$ cat src/include/shcp_cfg.svh
// shcp_cfg.svh: register offsets, field positions, reset values, mode codes
// and divider counts of the byte-wide serial port.
// assumes: included by bare name, clock at 10 MHz (100 ns period).
`ifndef SHCP_CFG_SVH
`define SHCP_CFG_SVH

////////////////////////////////////////////////////////////////////////////
// register offsets on the plain register port
`define SHCP_OFS_CTRL1   3'h0
`define SHCP_OFS_STATUS  3'h1
`define SHCP_OFS_BUF     3'h2
`define SHCP_OFS_RELOAD  3'h3
`define SHCP_OFS_CTRL3   3'h4
`define SHCP_OFS_IRQ     3'h5

////////////////////////////////////////////////////////////////////////////
// field positions
`define SHCP_C1_WRITE_COLLISION     7
`define SHCP_C1_EN       5
`define SHCP_C1_CPOL     4
`define SHCP_C1_MODE     3:0
`define SHCP_ST_SMP      7
`define SHCP_ST_CKE      6
`define SHCP_ST_BUSY     2
`define SHCP_ST_BF       0
`define SHCP_C3_BUFFER_OVERWRITE_ENABLE     4
`define SHCP_C3_SDOD     1
`define SHCP_C3_WAKE     0
`define SHCP_IRQ_FLAG    0

////////////////////////////////////////////////////////////////////////////
// reset values
`define SHCP_RST_BYTE    8'h00
`define SHCP_RST_MODE    4'h0
`define SHCP_RST_BIT     1'b0

////////////////////////////////////////////////////////////////////////////
// mode field codes
`define SHCP_MODE_DIV4   4'h0
`define SHCP_MODE_DIV16  4'h1
`define SHCP_MODE_DIV64  4'h2
`define SHCP_MODE_TMR    4'h3
`define SHCP_MODE_CL_SS  4'h4
`define SHCP_MODE_CL     4'h5
`define SHCP_MODE_RELOAD 4'hA

////////////////////////////////////////////////////////////////////////////
// timing: last cycle of each sck half period (half period = value + 1), then last half period and last bit indexes
`define SHCP_HALF_DIV4   9'h001
`define SHCP_HALF_DIV16  9'h007
`define SHCP_HALF_DIV64  9'h01F
`define SHCP_LAST_HALF   4'hF
`define SHCP_LAST_BIT    3'h7

`endif

$ cat src/include/shcp_pkg.sv
// shcp_pkg: types shared by the serial port modules.
// assumes: compiled before every file of core/.
package shcp_pkg;

  typedef enum logic [1:0] {
    HS_IDLE  = 2'b00,
    HS_SHIFT = 2'b01,
    HS_DONE  = 2'b11
  } shcp_hstate_t;

  typedef enum logic [2:0] {
    RATE_DIV4   = 3'h0,
    RATE_DIV16  = 3'h1,
    RATE_DIV64  = 3'h2,
    RATE_TMR    = 3'h3,
    RATE_RELOAD = 3'h4
  } shcp_rate_t;

endpackage : shcp_pkg

$ cat src/core/shcp_edge.sv
// shcp_edge: rising and falling edge detector for one input.
// assumes: input already synchronous to clk.
module shcp_edge (
  // clock and reset
  input  wire logic clk,
  input  wire logic rstn,
  // signal
  input  wire logic sig,
  output logic      rise,
  output logic      fall
);
  import shcp_pkg::*;

  logic prev_reg;

  always_ff @(posedge clk or negedge rstn)
  begin
    if (!rstn)
      prev_reg <= 1'b0;
    else
      prev_reg <= sig;
  end

  assign rise = sig & ~prev_reg;
  assign fall = ~sig & prev_reg;

endmodule : shcp_edge

$ cat src/core/shcp_rate_gen.sv
// shcp_rate_gen: half-bit tick generator for host mode sck.
// assumes: clr while no byte is shifting, hold while the device sleeps.
`include "shcp_cfg.svh"
module shcp_rate_gen (
  // clock and reset
  input  wire logic              clk,
  input  wire logic              rstn,
  // control
  input  wire logic              clr,
  input  wire logic              hold,
  input  wire shcp_pkg::shcp_rate_t sel,
  input  wire logic [7:0]        reload,
  input  wire logic              timer_rise,
  // tick
  output logic                   tick
);
  import shcp_pkg::*;

  logic [8:0] cnt_reg;
  logic [8:0] lim;

  // reload rate is clk / (4 * (reload + 1)), so half period 2 * (reload + 1)
  always_comb
  begin
    lim = `SHCP_HALF_DIV4;
    case (sel)
      RATE_DIV16:  lim = `SHCP_HALF_DIV16;
      RATE_DIV64:  lim = `SHCP_HALF_DIV64;
      RATE_RELOAD: lim = {reload, 1'b1};
      default:     lim = `SHCP_HALF_DIV4;
    endcase
  end

  // hold freezes the count in place so a slept transfer resumes
  always_ff @(posedge clk or negedge rstn)
  begin
    if (!rstn)
    begin
      cnt_reg <= 9'h000;
      tick    <= 1'b0;
    end
    else if (clr)
    begin
      cnt_reg <= 9'h000;
      tick    <= 1'b0;
    end
    else if (hold)
      tick <= 1'b0;
    else if (sel == RATE_TMR)
      tick <= timer_rise;
    else if (cnt_reg >= lim)
    begin
      cnt_reg <= 9'h000;
      tick    <= 1'b1;
    end
    else
    begin
      cnt_reg <= cnt_reg + 9'h001;
      tick    <= 1'b0;
    end
  end

endmodule : shcp_rate_gen

$ cat src/core/shcp_top.sv
// shcp_top: byte-wide serial port, host or client, with register port.
// assumes: all inputs synchronous to clk; pad logic resolves pin levels
// from the output enables.
`include "shcp_cfg.svh"
module shcp_top (
  // clock and reset
  input  wire logic       clk,
  input  wire logic       rstn,
  // register port
  input  wire logic [2:0] reg_addr,
  input  wire logic [7:0] reg_wdata,
  input  wire logic       reg_wr,
  input  wire logic       reg_rd,
  output logic      [7:0] reg_rdata,
  // serial pins
  input  wire logic       sck_in,
  output logic            sck_out,
  output logic            sck_oe,
  input  wire logic       sdi,
  output logic            sdo_out,
  output logic            sdo_oe,
  input  wire logic       ss_n,
  // system
  input  wire logic       sleep,
  input  wire logic       periodic_timer_output,
  output logic            serial_port_irq_flag,
  output logic            wake_req
);
  import shcp_pkg::*;

  ////////////////////////////////////////////////////////////////////////
  // software state
  logic         write_collision_reg;
  logic         port_enable_reg;
  logic         clock_idle_polarity_reg;
  logic [3:0]   mode_reg;
  logic         sample_phase_reg;
  logic         edge_select_reg;
  logic         buffer_full_reg;
  logic         buffer_overwrite_enable_reg;
  logic         sdo_disable_reg;
  logic         wake_enable_reg;
  logic [7:0]   rate_reload_value_reg;
  logic [7:0]   transfer_buffer_reg;

  // datapath state
  logic [7:0]   shift_register_reg;
  logic         out_bit_reg;
  shcp_hstate_t hstate_reg;
  logic [3:0]   half_cnt_reg;
  logic [2:0]   bit_cnt_reg;

  ////////////////////////////////////////////////////////////////////////
  // decode
  logic       is_host;
  logic       is_client;
  logic       ss_ctl;
  logic       client_act;
  logic       busy;
  logic       wr_buf;
  logic       rd_buf;
  logic       wr_ok;
  logic       host_start;
  logic       tick;
  logic       sck_rise;
  logic       sck_fall;
  logic       ss_fall;
  logic       tmr_rise;
  logic       lead_ev;
  logic       trail_ev;
  logic       samp_ev;
  logic       out_ev;
  logic       host_done;
  logic       client_done;
  logic [7:0] rx_next;
  logic [7:0] rd_val;
  shcp_rate_t rate_sel;

  assign is_host = port_enable_reg &
                   ((mode_reg == `SHCP_MODE_DIV4)  |
                    (mode_reg == `SHCP_MODE_DIV16) |
                    (mode_reg == `SHCP_MODE_DIV64) |
                    (mode_reg == `SHCP_MODE_TMR)   |
                    (mode_reg == `SHCP_MODE_RELOAD));
  assign ss_ctl    = (mode_reg == `SHCP_MODE_CL_SS);
  assign is_client = port_enable_reg &
                     (ss_ctl | (mode_reg == `SHCP_MODE_CL));
  // with select control, a high select holds the client in reset
  assign client_act = is_client & ~(ss_ctl & ss_n);

  assign busy   = (hstate_reg != HS_IDLE) | (bit_cnt_reg != 3'h0);
  assign wr_buf = reg_wr & (reg_addr == `SHCP_OFS_BUF);
  assign rd_buf = reg_rd & (reg_addr == `SHCP_OFS_BUF);
  // unread byte blocks the write unless overwrite is enabled
  assign wr_ok  = wr_buf & ~busy &
                  (~buffer_full_reg | buffer_overwrite_enable_reg);
  assign host_start = wr_ok & is_host;

  always_comb
  begin
    rate_sel = RATE_DIV4;
    case (mode_reg)
      `SHCP_MODE_DIV16:  rate_sel = RATE_DIV16;
      `SHCP_MODE_DIV64:  rate_sel = RATE_DIV64;
      `SHCP_MODE_TMR:    rate_sel = RATE_TMR;
      `SHCP_MODE_RELOAD: rate_sel = RATE_RELOAD;
      default:           rate_sel = RATE_DIV4;
    endcase
  end

  ////////////////////////////////////////////////////////////////////////
  // submodules
  shcp_edge u_sck_edge (
    .clk  (clk),
    .rstn (rstn),
    .sig  (sck_in),
    .rise (sck_rise),
    .fall (sck_fall)
  );

  shcp_edge u_ss_edge (
    .clk  (clk),
    .rstn (rstn),
    .sig  (ss_n),
    .rise (),
    .fall (ss_fall)
  );

  shcp_edge u_tmr_edge (
    .clk  (clk),
    .rstn (rstn),
    .sig  (periodic_timer_output),
    .rise (tmr_rise),
    .fall ()
  );

  // sleep stops the host ticks only; the client keeps shifting
  shcp_rate_gen u_rate (
    .clk        (clk),
    .rstn       (rstn),
    .clr        (hstate_reg != HS_SHIFT),
    .hold       (sleep),
    .sel        (rate_sel),
    .reload     (rate_reload_value_reg),
    .timer_rise (tmr_rise),
    .tick       (tick)
  );

  ////////////////////////////////////////////////////////////////////////
  // edge events: leading edge leaves the idle level
  always_comb
  begin
    lead_ev  = 1'b0;
    trail_ev = 1'b0;
    if (is_host)
    begin
      lead_ev  = tick & (hstate_reg == HS_SHIFT) & ~half_cnt_reg[0];
      trail_ev = tick & (hstate_reg == HS_SHIFT) & half_cnt_reg[0];
    end
    else if (client_act)
    begin
      lead_ev  = clock_idle_polarity_reg ? sck_fall : sck_rise;
      trail_ev = clock_idle_polarity_reg ? sck_rise : sck_fall;
    end
  end

  // edge select set: sample on leading edge, output on trailing edge
  assign samp_ev = edge_select_reg ? lead_ev : trail_ev;
  assign out_ev  = edge_select_reg ? trail_ev : lead_ev;
  assign rx_next = {shift_register_reg[6:0], sdi};

  assign host_done   = (hstate_reg == HS_DONE);
  assign client_done = client_act & samp_ev &
                       (bit_cnt_reg == `SHCP_LAST_BIT);

  ////////////////////////////////////////////////////////////////////////
  // host sequencer
  always_ff @(posedge clk or negedge rstn)
  begin
    if (!rstn)
    begin
      hstate_reg   <= HS_IDLE;
      half_cnt_reg <= 4'h0;
    end
    else if (!is_host)
    begin
      hstate_reg   <= HS_IDLE;
      half_cnt_reg <= 4'h0;
    end
    else
    begin
      case (hstate_reg)
        HS_IDLE:
          if (host_start)
          begin
            hstate_reg   <= HS_SHIFT;
            half_cnt_reg <= 4'h0;
          end
        HS_SHIFT:
          if (tick)
          begin
            half_cnt_reg <= half_cnt_reg + 4'h1;
            if (half_cnt_reg == `SHCP_LAST_HALF)
              hstate_reg <= HS_DONE;
          end
        HS_DONE:
          hstate_reg <= HS_IDLE;
        default:
          hstate_reg <= HS_IDLE;
      endcase
    end
  end

  // sck toggles once per tick, sixteen half periods back to idle
  always_ff @(posedge clk or negedge rstn)
  begin
    if (!rstn)
    begin
      sck_out <= 1'b0;
      sck_oe  <= 1'b0;
    end
    else
    begin
      sck_oe <= is_host;
      if ((hstate_reg == HS_SHIFT) && tick)
        sck_out <= ~sck_out;
      else if (hstate_reg != HS_SHIFT)
        sck_out <= clock_idle_polarity_reg;
    end
  end

  ////////////////////////////////////////////////////////////////////////
  // client bit counter
  always_ff @(posedge clk or negedge rstn)
  begin
    if (!rstn)
      bit_cnt_reg <= 3'h0;
    else if (!client_act)
      bit_cnt_reg <= 3'h0;
    else if (ss_ctl && ss_fall)
      bit_cnt_reg <= 3'h0;
    else if (samp_ev)
      bit_cnt_reg <= bit_cnt_reg + 3'h1;
  end

  ////////////////////////////////////////////////////////////////////////
  // shift register and serial output bit
  always_ff @(posedge clk or negedge rstn)
  begin
    if (!rstn)
      shift_register_reg <= `SHCP_RST_BYTE;
    else if (wr_ok)
      shift_register_reg <= reg_wdata;
    else if (samp_ev)
      shift_register_reg <= rx_next;
  end

  always_ff @(posedge clk or negedge rstn)
  begin
    if (!rstn)
      out_bit_reg <= 1'b0;
    else if (wr_ok && edge_select_reg)
      out_bit_reg <= reg_wdata[7];
    else if (ss_ctl && ss_fall && edge_select_reg)
      out_bit_reg <= shift_register_reg[7];
    else if (out_ev)
      out_bit_reg <= shift_register_reg[7];
  end

  // a disabled sdo still leaves shifting running, for receive-only use
  always_ff @(posedge clk or negedge rstn)
  begin
    if (!rstn)
    begin
      sdo_out <= 1'b0;
      sdo_oe  <= 1'b0;
    end
    else
    begin
      sdo_out <= (wr_ok && edge_select_reg) ? reg_wdata[7] : out_bit_reg;
      sdo_oe  <= ~sdo_disable_reg & (is_host | client_act);
    end
  end

  ////////////////////////////////////////////////////////////////////////
  // transfer buffer and status flags
  always_ff @(posedge clk or negedge rstn)
  begin
    if (!rstn)
      transfer_buffer_reg <= `SHCP_RST_BYTE;
    else if (host_done)
      transfer_buffer_reg <= shift_register_reg;
    else if (client_done)
      transfer_buffer_reg <= rx_next;
    else if (wr_ok)
      transfer_buffer_reg <= reg_wdata;
  end

  // set wins over a clear in the same cycle for every flag below
  always_ff @(posedge clk or negedge rstn)
  begin
    if (!rstn)
      buffer_full_reg <= `SHCP_RST_BIT;
    else if (host_done || client_done)
      buffer_full_reg <= 1'b1;
    else if (rd_buf)
      buffer_full_reg <= 1'b0;
  end

  always_ff @(posedge clk or negedge rstn)
  begin
    if (!rstn)
      serial_port_irq_flag <= `SHCP_RST_BIT;
    else if (host_done || client_done)
      serial_port_irq_flag <= 1'b1;
    else if (reg_wr && (reg_addr == `SHCP_OFS_IRQ) &&
             !reg_wdata[`SHCP_IRQ_FLAG])
      serial_port_irq_flag <= 1'b0;
  end

  always_ff @(posedge clk or negedge rstn)
  begin
    if (!rstn)
      write_collision_reg <= `SHCP_RST_BIT;
    else if (wr_buf && busy)
      write_collision_reg <= 1'b1;
    else if (reg_wr && (reg_addr == `SHCP_OFS_CTRL1) &&
             !reg_wdata[`SHCP_C1_WRITE_COLLISION])
      write_collision_reg <= 1'b0;
  end

  // wake request holds until the device leaves sleep
  always_ff @(posedge clk or negedge rstn)
  begin
    if (!rstn)
      wake_req <= 1'b0;
    else if (client_done && sleep && wake_enable_reg)
      wake_req <= 1'b1;
    else if (!sleep)
      wake_req <= 1'b0;
  end

  ////////////////////////////////////////////////////////////////////////
  // configuration writes
  always_ff @(posedge clk or negedge rstn)
  begin
    if (!rstn)
    begin
      port_enable_reg             <= `SHCP_RST_BIT;
      clock_idle_polarity_reg     <= `SHCP_RST_BIT;
      mode_reg                    <= `SHCP_RST_MODE;
      sample_phase_reg            <= `SHCP_RST_BIT;
      edge_select_reg             <= `SHCP_RST_BIT;
      buffer_overwrite_enable_reg <= `SHCP_RST_BIT;
      sdo_disable_reg             <= `SHCP_RST_BIT;
      wake_enable_reg             <= `SHCP_RST_BIT;
      rate_reload_value_reg       <= `SHCP_RST_BYTE;
    end
    else if (reg_wr)
    begin
      if (reg_addr == `SHCP_OFS_CTRL1)
      begin
        port_enable_reg         <= reg_wdata[`SHCP_C1_EN];
        clock_idle_polarity_reg <= reg_wdata[`SHCP_C1_CPOL];
        mode_reg                <= reg_wdata[`SHCP_C1_MODE];
      end
      else if (reg_addr == `SHCP_OFS_STATUS)
      begin
        sample_phase_reg <= reg_wdata[`SHCP_ST_SMP];
        edge_select_reg  <= reg_wdata[`SHCP_ST_CKE];
      end
      else if (reg_addr == `SHCP_OFS_RELOAD)
        rate_reload_value_reg <= reg_wdata;
      else if (reg_addr == `SHCP_OFS_CTRL3)
      begin
        buffer_overwrite_enable_reg <= reg_wdata[`SHCP_C3_BUFFER_OVERWRITE_ENABLE];
        sdo_disable_reg             <= reg_wdata[`SHCP_C3_SDOD];
        wake_enable_reg             <= reg_wdata[`SHCP_C3_WAKE];
      end
    end
  end

  ////////////////////////////////////////////////////////////////////////
  // read path: data in the cycle after the strobe, zero otherwise
  always_comb
  begin
    rd_val = 8'h00;
    if (reg_addr == `SHCP_OFS_CTRL1)
    begin
      rd_val[`SHCP_C1_WRITE_COLLISION] = write_collision_reg;
      rd_val[`SHCP_C1_EN]   = port_enable_reg;
      rd_val[`SHCP_C1_CPOL] = clock_idle_polarity_reg;
      rd_val[`SHCP_C1_MODE] = mode_reg;
    end
    else if (reg_addr == `SHCP_OFS_STATUS)
    begin
      rd_val[`SHCP_ST_SMP]  = sample_phase_reg;
      rd_val[`SHCP_ST_CKE]  = edge_select_reg;
      rd_val[`SHCP_ST_BUSY] = busy;
      rd_val[`SHCP_ST_BF]   = buffer_full_reg;
    end
    else if (reg_addr == `SHCP_OFS_BUF)
      rd_val = transfer_buffer_reg;
    else if (reg_addr == `SHCP_OFS_RELOAD)
      rd_val = rate_reload_value_reg;
    else if (reg_addr == `SHCP_OFS_CTRL3)
    begin
      rd_val[`SHCP_C3_BUFFER_OVERWRITE_ENABLE] = buffer_overwrite_enable_reg;
      rd_val[`SHCP_C3_SDOD] = sdo_disable_reg;
      rd_val[`SHCP_C3_WAKE] = wake_enable_reg;
    end
    else if (reg_addr == `SHCP_OFS_IRQ)
      rd_val[`SHCP_IRQ_FLAG] = serial_port_irq_flag;
  end

  always_ff @(posedge clk or negedge rstn)
  begin
    if (!rstn)
      reg_rdata <= 8'h00;
    else
      reg_rdata <= reg_rd ? rd_val : 8'h00;
  end

endmodule : shcp_top

$ cat config.mk
export PLATFORM = sky130hd
export DESIGN_NAME = shcp_top
export DESIGN_NICKNAME = d
export VERILOG_FILES = /design/src/include/shcp_pkg.sv /design/src/core/shcp_edge.sv /design/src/core/shcp_rate_gen.sv /design/src/core/shcp_top.sv
export VERILOG_INCLUDE_DIRS = /design/src /design/src/include
export SDC_FILE = /design/constraint.sdc
export NUM_CORES = 1
export LEC_CHECK = 0
export ABC_AREA = 1
export BUFFER_PORTS_ARGS = -buffer_cell sky130_fd_sc_hd__buf_2
export CAP_MARGIN = 30
export CORE_MARGIN = 2
export CORE_UTILIZATION = 40
export DETAILED_ROUTE_END_ITERATION = 8
export GPL_TIMING_DRIVEN = 1
export SLEW_MARGIN = 20
export SYNTH_ARGS = -nofsm -noshare
export SYNTH_HDL_FRONTEND = slang
export SYNTH_SLANG_ARGS = --single-unit
$ cat constraint.sdc
create_clock -name clk -period 3.7 [get_ports clk]
set_clock_uncertainty 0.2 [all_clocks]
set_input_delay 0.925 -clock clk [delete_from_list [all_inputs] [get_ports clk]]
set_output_delay 0.925 -clock clk [all_outputs]
set_load 0.02 [all_outputs]
==> results of run 1 <==
## power by group through the flow
stage	registers (mW)	clock network, mW	logic, mW
finish	1.07	0.797	0.403
global route	1.09	0.848	0.466
CTS	1.06	0.810	0.403
detailed placement	1.08	0	0.399
global placement	1.08	0	0.391
floorplan	1.05	0	0.272
## layout by cell type, fill, tap and decap left out, types with 6 or more instances in the layout
cell type  netlist  layout
inv_1           49      49
a21oi_1         17      17
o22ai_1          6       6
o21ai_0         42      42
nand4_1          9       9
nand3_1         41      41
nand2_1        139     139
ha_1            13      13
xor2_1           6       6
buf_2            1      32
nor2_1          38      38
dfrtp_1         74      74
a31oi_1          8       8
clkbuf_8         0      11
## worst max-delay path: cells and delay by family (launching register included)
family                   cells  cell delay, ps
AO/OA/AOI/OAI                4             460
buffers and inverters        2             240
adder cells (fa/ha/maj)      1             300
flip-flops                   1             450
AND/OR/NAND/NOR              5             820
## cell type report
type	count	area (sq um)
clock inverters	4	97.59
inverters	53	198.9
clock buffers	12	155.1
fillers	962	5207
multi-input cells	363	1902
well taps	133	166.4
flip-flops and latches	74	1852
repair buffers	34	195.2
## cell families (layout without fill, tap and decap cells)
logic type | Yosys count | in the layout | share of synthesized area (%)
xor gates and xnor gates | 9 | 9 | 1.962
buffers and inverters | 62 | 103 | 6.571
adders and majority gates | 13 | 13 | 4.049
and+or+nand+nor | 248 | 248 | 28.00
DFF | 74 | 74 | 46.09
AOI/OAI and AO/OA | 93 | 93 | 13.33
## layer usage
layer  vias up  routed length (um)  track usage [%]
met5         -                   0                0
met4         0                 248            7.915
met3        22                 446            2.820
met2       120                4428            28.81
met1      1652                4636            26.46
li1       1736                   -                -
## final timing paths
check,startpoint,cells past startpoint,slack [ps],end
worst max-delay path,mode_reg[2],12,1140,u_rate.cnt_reg[0]
worst min-delay path,rstn,1,240,u_rate.cnt_reg[6]
worst max register to register,mode_reg[2],12,1140,u_rate.cnt_reg[0]
worst min register to register,wake_req,1,290,wake_req
max in group asynchronous,rstn,2,2500,half_cnt_reg[1]
min in group clk,wake_req,1,290,wake_req
## through the flow
step	setup slack, ps	util (%)	area, sq um	power (mW)
2_1_floorplan	1457	-	4018	1.327
3_3_place_gp	926.6	43.86	4287	1.471
3_5_place_dp	873.7	43.86	4287	1.478
4_1_cts	1160	46.44	4539	2.277
5_1_grt	913.8	46.72	4567	2.400
6_report	1143	46.72	4567	2.269
==> impl_metrics.json, run 1 <==
{
  "placementRows": 36,
  "core-area_sq_um": 9774,
  "clockPowerShare_pct": 35.1,
  "cts.sinks": 74,
  "syn2layout_area_growth_pct": 13.67,
  "htreeDepth": 3,
  "maxCapViolCount": 0,
  "antenna_found_initial": 0,
  "synth-seq-cells": 74,
  "critical-path-max-stage-delay_ps": 450,
  "yosysTopAreaCellShare_pct": 46.09,
  "tightest_slew_ps": 725.1,
  "ioPinCount": 34,
  "via_count": 3530,
  "grt_first_pass_wirelength_mm": 16.20,
  "crit_arrival_ps": 2630,
  "synthArstFlopShare_pct": 100.0,
  "clk_pin_slew_ps": 80,
  "combPwrFrac_pct": 17.8,
  "synth_area_per_cell_sq_um": 8.051,
  "p_int_mw": 1.570,
  "worst_slew_margin_rel_pct": 51.66,
  "synth.largest_area_cell": "dfrtp_1",
  "wl_mm": 9.759,
  "numCtsBuffers": 9,
  "grt_start_max_net_pins": 75,
  "yosysWarnings": 0,
  "global_route.overflow_total": 0,
  "die_h_um": 104.2,
  "min_period_ps": 2557,
  "dr.pass1.iters": 4,
  "grt_pass1_vias": 3234,
  "clk_latency_ps": 350,
  "ys_types": 37,
  "slew_viol_final": 0,
  "synthTopCellsByArea": "dfrtp_1 (46%), nand2_1 (13%), o21ai_0 (5.2%)",
  "drtIter0Drc": 290,
  "setup_violations": 0,
  "crit_fanout": 7,
  "tns_ps": 0,
  "layoutNonFillerInstCount": 673,
  "whs_ps": 243.8,
  "ant_nets": 0,
  "startpoint_type": "flip-flop",
  "dpl.hpwl_mm": 7.177,
  "port_buffers": 33,
  "wl_per_cell_um": 14.50,
  "die-area_sq_um": 10860,
  "drc": 0,
  "grt.total_usage_pct": 18.76,
  "die_x_um": 104.2,
  "crit_chain": "nor2_1 -> inv_1 -> nor3_1 -> a21oi_1 -> ha_1 -> a21oi_1 -> o21ai_0 -> nand2_1 -> nand3_1 -> nor2_1 -> inv_1 -> o21ai_0",
  "gp_congestion": 0.8911,
  "p_sw_share_pct": 30.82,
  "ctsHoldBuffers": 0,
  "layout-drive-gt1-share_pct": 13.15,
  "vdd_drop_max_mv": 0.2476,
  "netlist_top_cells_count": "nand2_1 (139), dfrtp_1 (74), inv_1 (49)",
  "power_density_nw_per_um2": 496.8,
  "p_leak_nw": 2.262,
  "hold_class": "in -> async",
  "synth-main-ff-cell": "dfrtp_1",
  "cts_tree": "built",
  "fin_crit_sh_pct": 69.11,
  "status": "finished clean",
  "clk_path_buf_depth": 2,
  "synth_nets": 532,
  "nets": 568,
  "synth_edf_count": 0,
  "post-place-cells": 656,
  "post_cts_buffers": 0,
  "clock_tree.root_cell": "clkbuf_8",
  "largest_reg_flops": 9,
  "diodes": 0,
  "syn_inst": 499,
  "start_util_pct": 41.10,
  "fmax_mhz": 391.1,
  "via_per_inst": 5.245,
  "syn_area_sq_um": 4018,
  "hold_viol_final": 0,
  "synth-seq-area-share_pct": 46.09,
  "cts_resized": 0,
  "rsz0062_at_grt": "false",
  "synth.most_common_cell": "nand2_1",
  "end_kind": "flip-flop",
  "seqPwrFrac_pct": 47.1,
  "cp_slowest_cell": "dfrtp_1",
  "switching_power_mw": 0.6993,
  "worst_ep_required_time_ps": 3770,
  "critical_path_class": "reg -> reg"
}
Note: power is estimated with default switching activity, not from simulation.
==> run 2: changes to the inputs <==
- clock period: 3.7 -> 2.65 ns (I/O delays scaled with it)
==> run 2 against run 1 <==
Via count fell by 0.71%. Routed wire length is 0.70% lower. Setup slack worse by 930 ps. Critical path type unchanged. Critical endpoint is now u_rate.cnt_reg[2]. Largest power group unchanged. Highest routed layer unchanged.
==> impl_metrics.json, run 2 (synthesis results as in run 1) <==
{
  "grt.total_usage_pct": 18.77,
  "numCtsBuffers": 9,
  "worst_slew_margin_rel_pct": 64.57,
  "hold_viol_final": 0,
  "crit_arrival_ps": 2500,
  "clk_pin_slew_ps": 90,
  "fmax_mhz": 410.7,
  "post_cts_buffers": 0,
  "dr.pass1.iters": 5,
  "die-area_sq_um": 10860,
  "slew_viol_final": 0,
  "fin_crit_sh_pct": 91.87,
  "maxCapViolCount": 0,
  "startpoint_type": "flip-flop",
  "cts_resized": 0,
  "r2r_start": "mode_reg[2]",
  "cts.sinks": 74,
  "path_delay_family": "simple AND/OR/NAND/NOR gates",
  "global_route.overflow_total": 0,
  "ioPinCount": 34,
  "hold_class": "in -> async",
  "grt_start_max_net_pins": 39,
  "min_period_ps": 2435,
  "layoutNonFillerInstCount": 677,
  "crit_path_end": "u_rate.cnt_reg[2]",
  "cp_slowest_cell": "dfrtp_1",
  "crit_cells": 12,
  "syn2layout_area_growth_pct": 12.49,
  "cts_tree": "built",
  "start_util_pct": 41.10,
  "layout-drive-gt1-share_pct": 13.97,
  "drc": 0,
  "nets": 572,
  "dpl.hpwl_mm": 7.333,
  "place_area_sq_um": 4337,
  "end_kind": "flip-flop",
  "drtIter0Drc": 325,
  "grt_first_pass_wirelength_mm": 16.31,
  "rsz0062_at_grt": "false",
  "setup_violations": 0,
  "status": "finished clean",
  "clk_path_buf_depth": 2,
  "antenna_found_initial": 0,
  "fillers": 994,
  "crit_path_start": "mode_reg[2]",
  "crit_chain": "nor2_1 -> inv_1 -> nor3_1 -> a21oi_1 -> ha_1 -> a21oi_1 -> o21ai_0 -> nand2_1 -> nand3_1 -> nor2_1 -> inv_1 -> o21ai_0",
  "ff2ff_path_depth": 12,
  "stdcell_area_sq_um": 4519,
  "power.total_mw": 2.897,
  "die_x_um": 104.2,
  "diodes": 0,
  "via_count": 3505,
  "port_buffers": 33,
  "ctsHoldBuffers": 0,
  "largest_reg_flops": 9,
  "wl_mm": 9.691,
  "r2r_end": "u_rate.cnt_reg[2]",
  "via_per_inst": 5.177,
  "wl_per_cell_um": 14.31,
  "multi_input_area_sq_um": 1902,
  "regArea_sq_um": 1852,
  "htreeDepth": 3,
  "final_common_cell": "nand2_1",
  "tightest_slew_ps": 530.2,
  "gp_congestion": 0.9173,
  "power_density_nw_per_um2": 640.9,
  "critical_path_class": "reg -> reg",
  "die_h_um": 104.2,
  "clk_latency_ps": 350,
  "critical-path-max-stage-delay_ps": 440,
  "final_cell_mix": "nand2_1 (139), dfrtp_1 (74), inv_1 (49), o21ai_0 (42), nand3_1 (41)",
  "p_leak_nw": 2.243,
  "worst_ep_required_time_ps": 2720,
  "tns_ps": 0,
  "crit_fanout": 7,
  "ant_nets": 0,
  "core-area_sq_um": 9774,
  "critical_path_buf_inv_count": 2,
  "grt_pass1_vias": 3268,
  "clock_tree.root_cell": "clkbuf_8",
  "placementRows": 36,
  "post-place-cells": 661,
  "r2r_slack_ps": 220,
  "vdd_drop_max_mv": 0.3262
}
run 2: how the worst min path moves through the flow:
stage / start / to / slack, ps / depth (start not counted)
after CTS: rstn / u_rate.cnt_reg[8] / 80 / 1
after global routing: rstn / buffer_full_reg / 100 / 1
after floorplan: rstn / bit_cnt_reg[0] / 170 / 0
final: rstn / reg_rdata[7] / 70 / 1
after global placement: rate_reload_value_reg[1] / rate_reload_value_reg[1] / 270 / 2
after detailed placement: out_bit_reg / sdo_out / 270 / 2
run 2: cell type report:
class,count,share of cell area (%)
Timing Repair Buffer,38,4.817
Tap cell,133,3.682
Sequential cell,74,40.97
Clock inverter,7,1.301
Inverter,53,4.402
Clock buffer,9,2.741
Multi-Input combinational cell,363,42.08
run 2: routing by layer:
layer / GRT usage [%] / part of all wire, % / vias up / wire [um]
li1: - / - / 1739 / -
met1: 26.86 / 48 / 1631 / 4629
met3: 3.008 / 4.6 / 35 / 443
met4: 10.23 / 4.1 / 0 / 401
met5: 0 / 0 / - / 0
met2: 27.11 / 44 / 100 / 4216
run 2: worst register-to-register path, delay by kind of cell (launching register included):
family                   cells  cell delay, ps
adder cells (fa/ha/maj)      1             300
AND/OR/NAND/NOR              5             730
AO/OA/AOI/OAI                4             460
flip-flops                   1             440
buffers and inverters        2             220
run 2: where the power goes:
part           leakage (nW)  switching, mW  internal, mW  total [mW]
sequential            0.955          0.177          1.31        1.48
combinational          1.20          0.363         0.210       0.573
clock                0.0872          0.484         0.355       0.839
run 2: through the flow:
step	setup WS, ps	utilization [%]	hold slack, ps
after CTS	225.2	46.24	82.01
after floorplan	552.5	-	166.9
final	215.3	46.24	72.88
after detailed placement	247.9	44.37	269.5
after global routing	14.63	46.24	97.32
after global placement	289.9	44.37	266.2
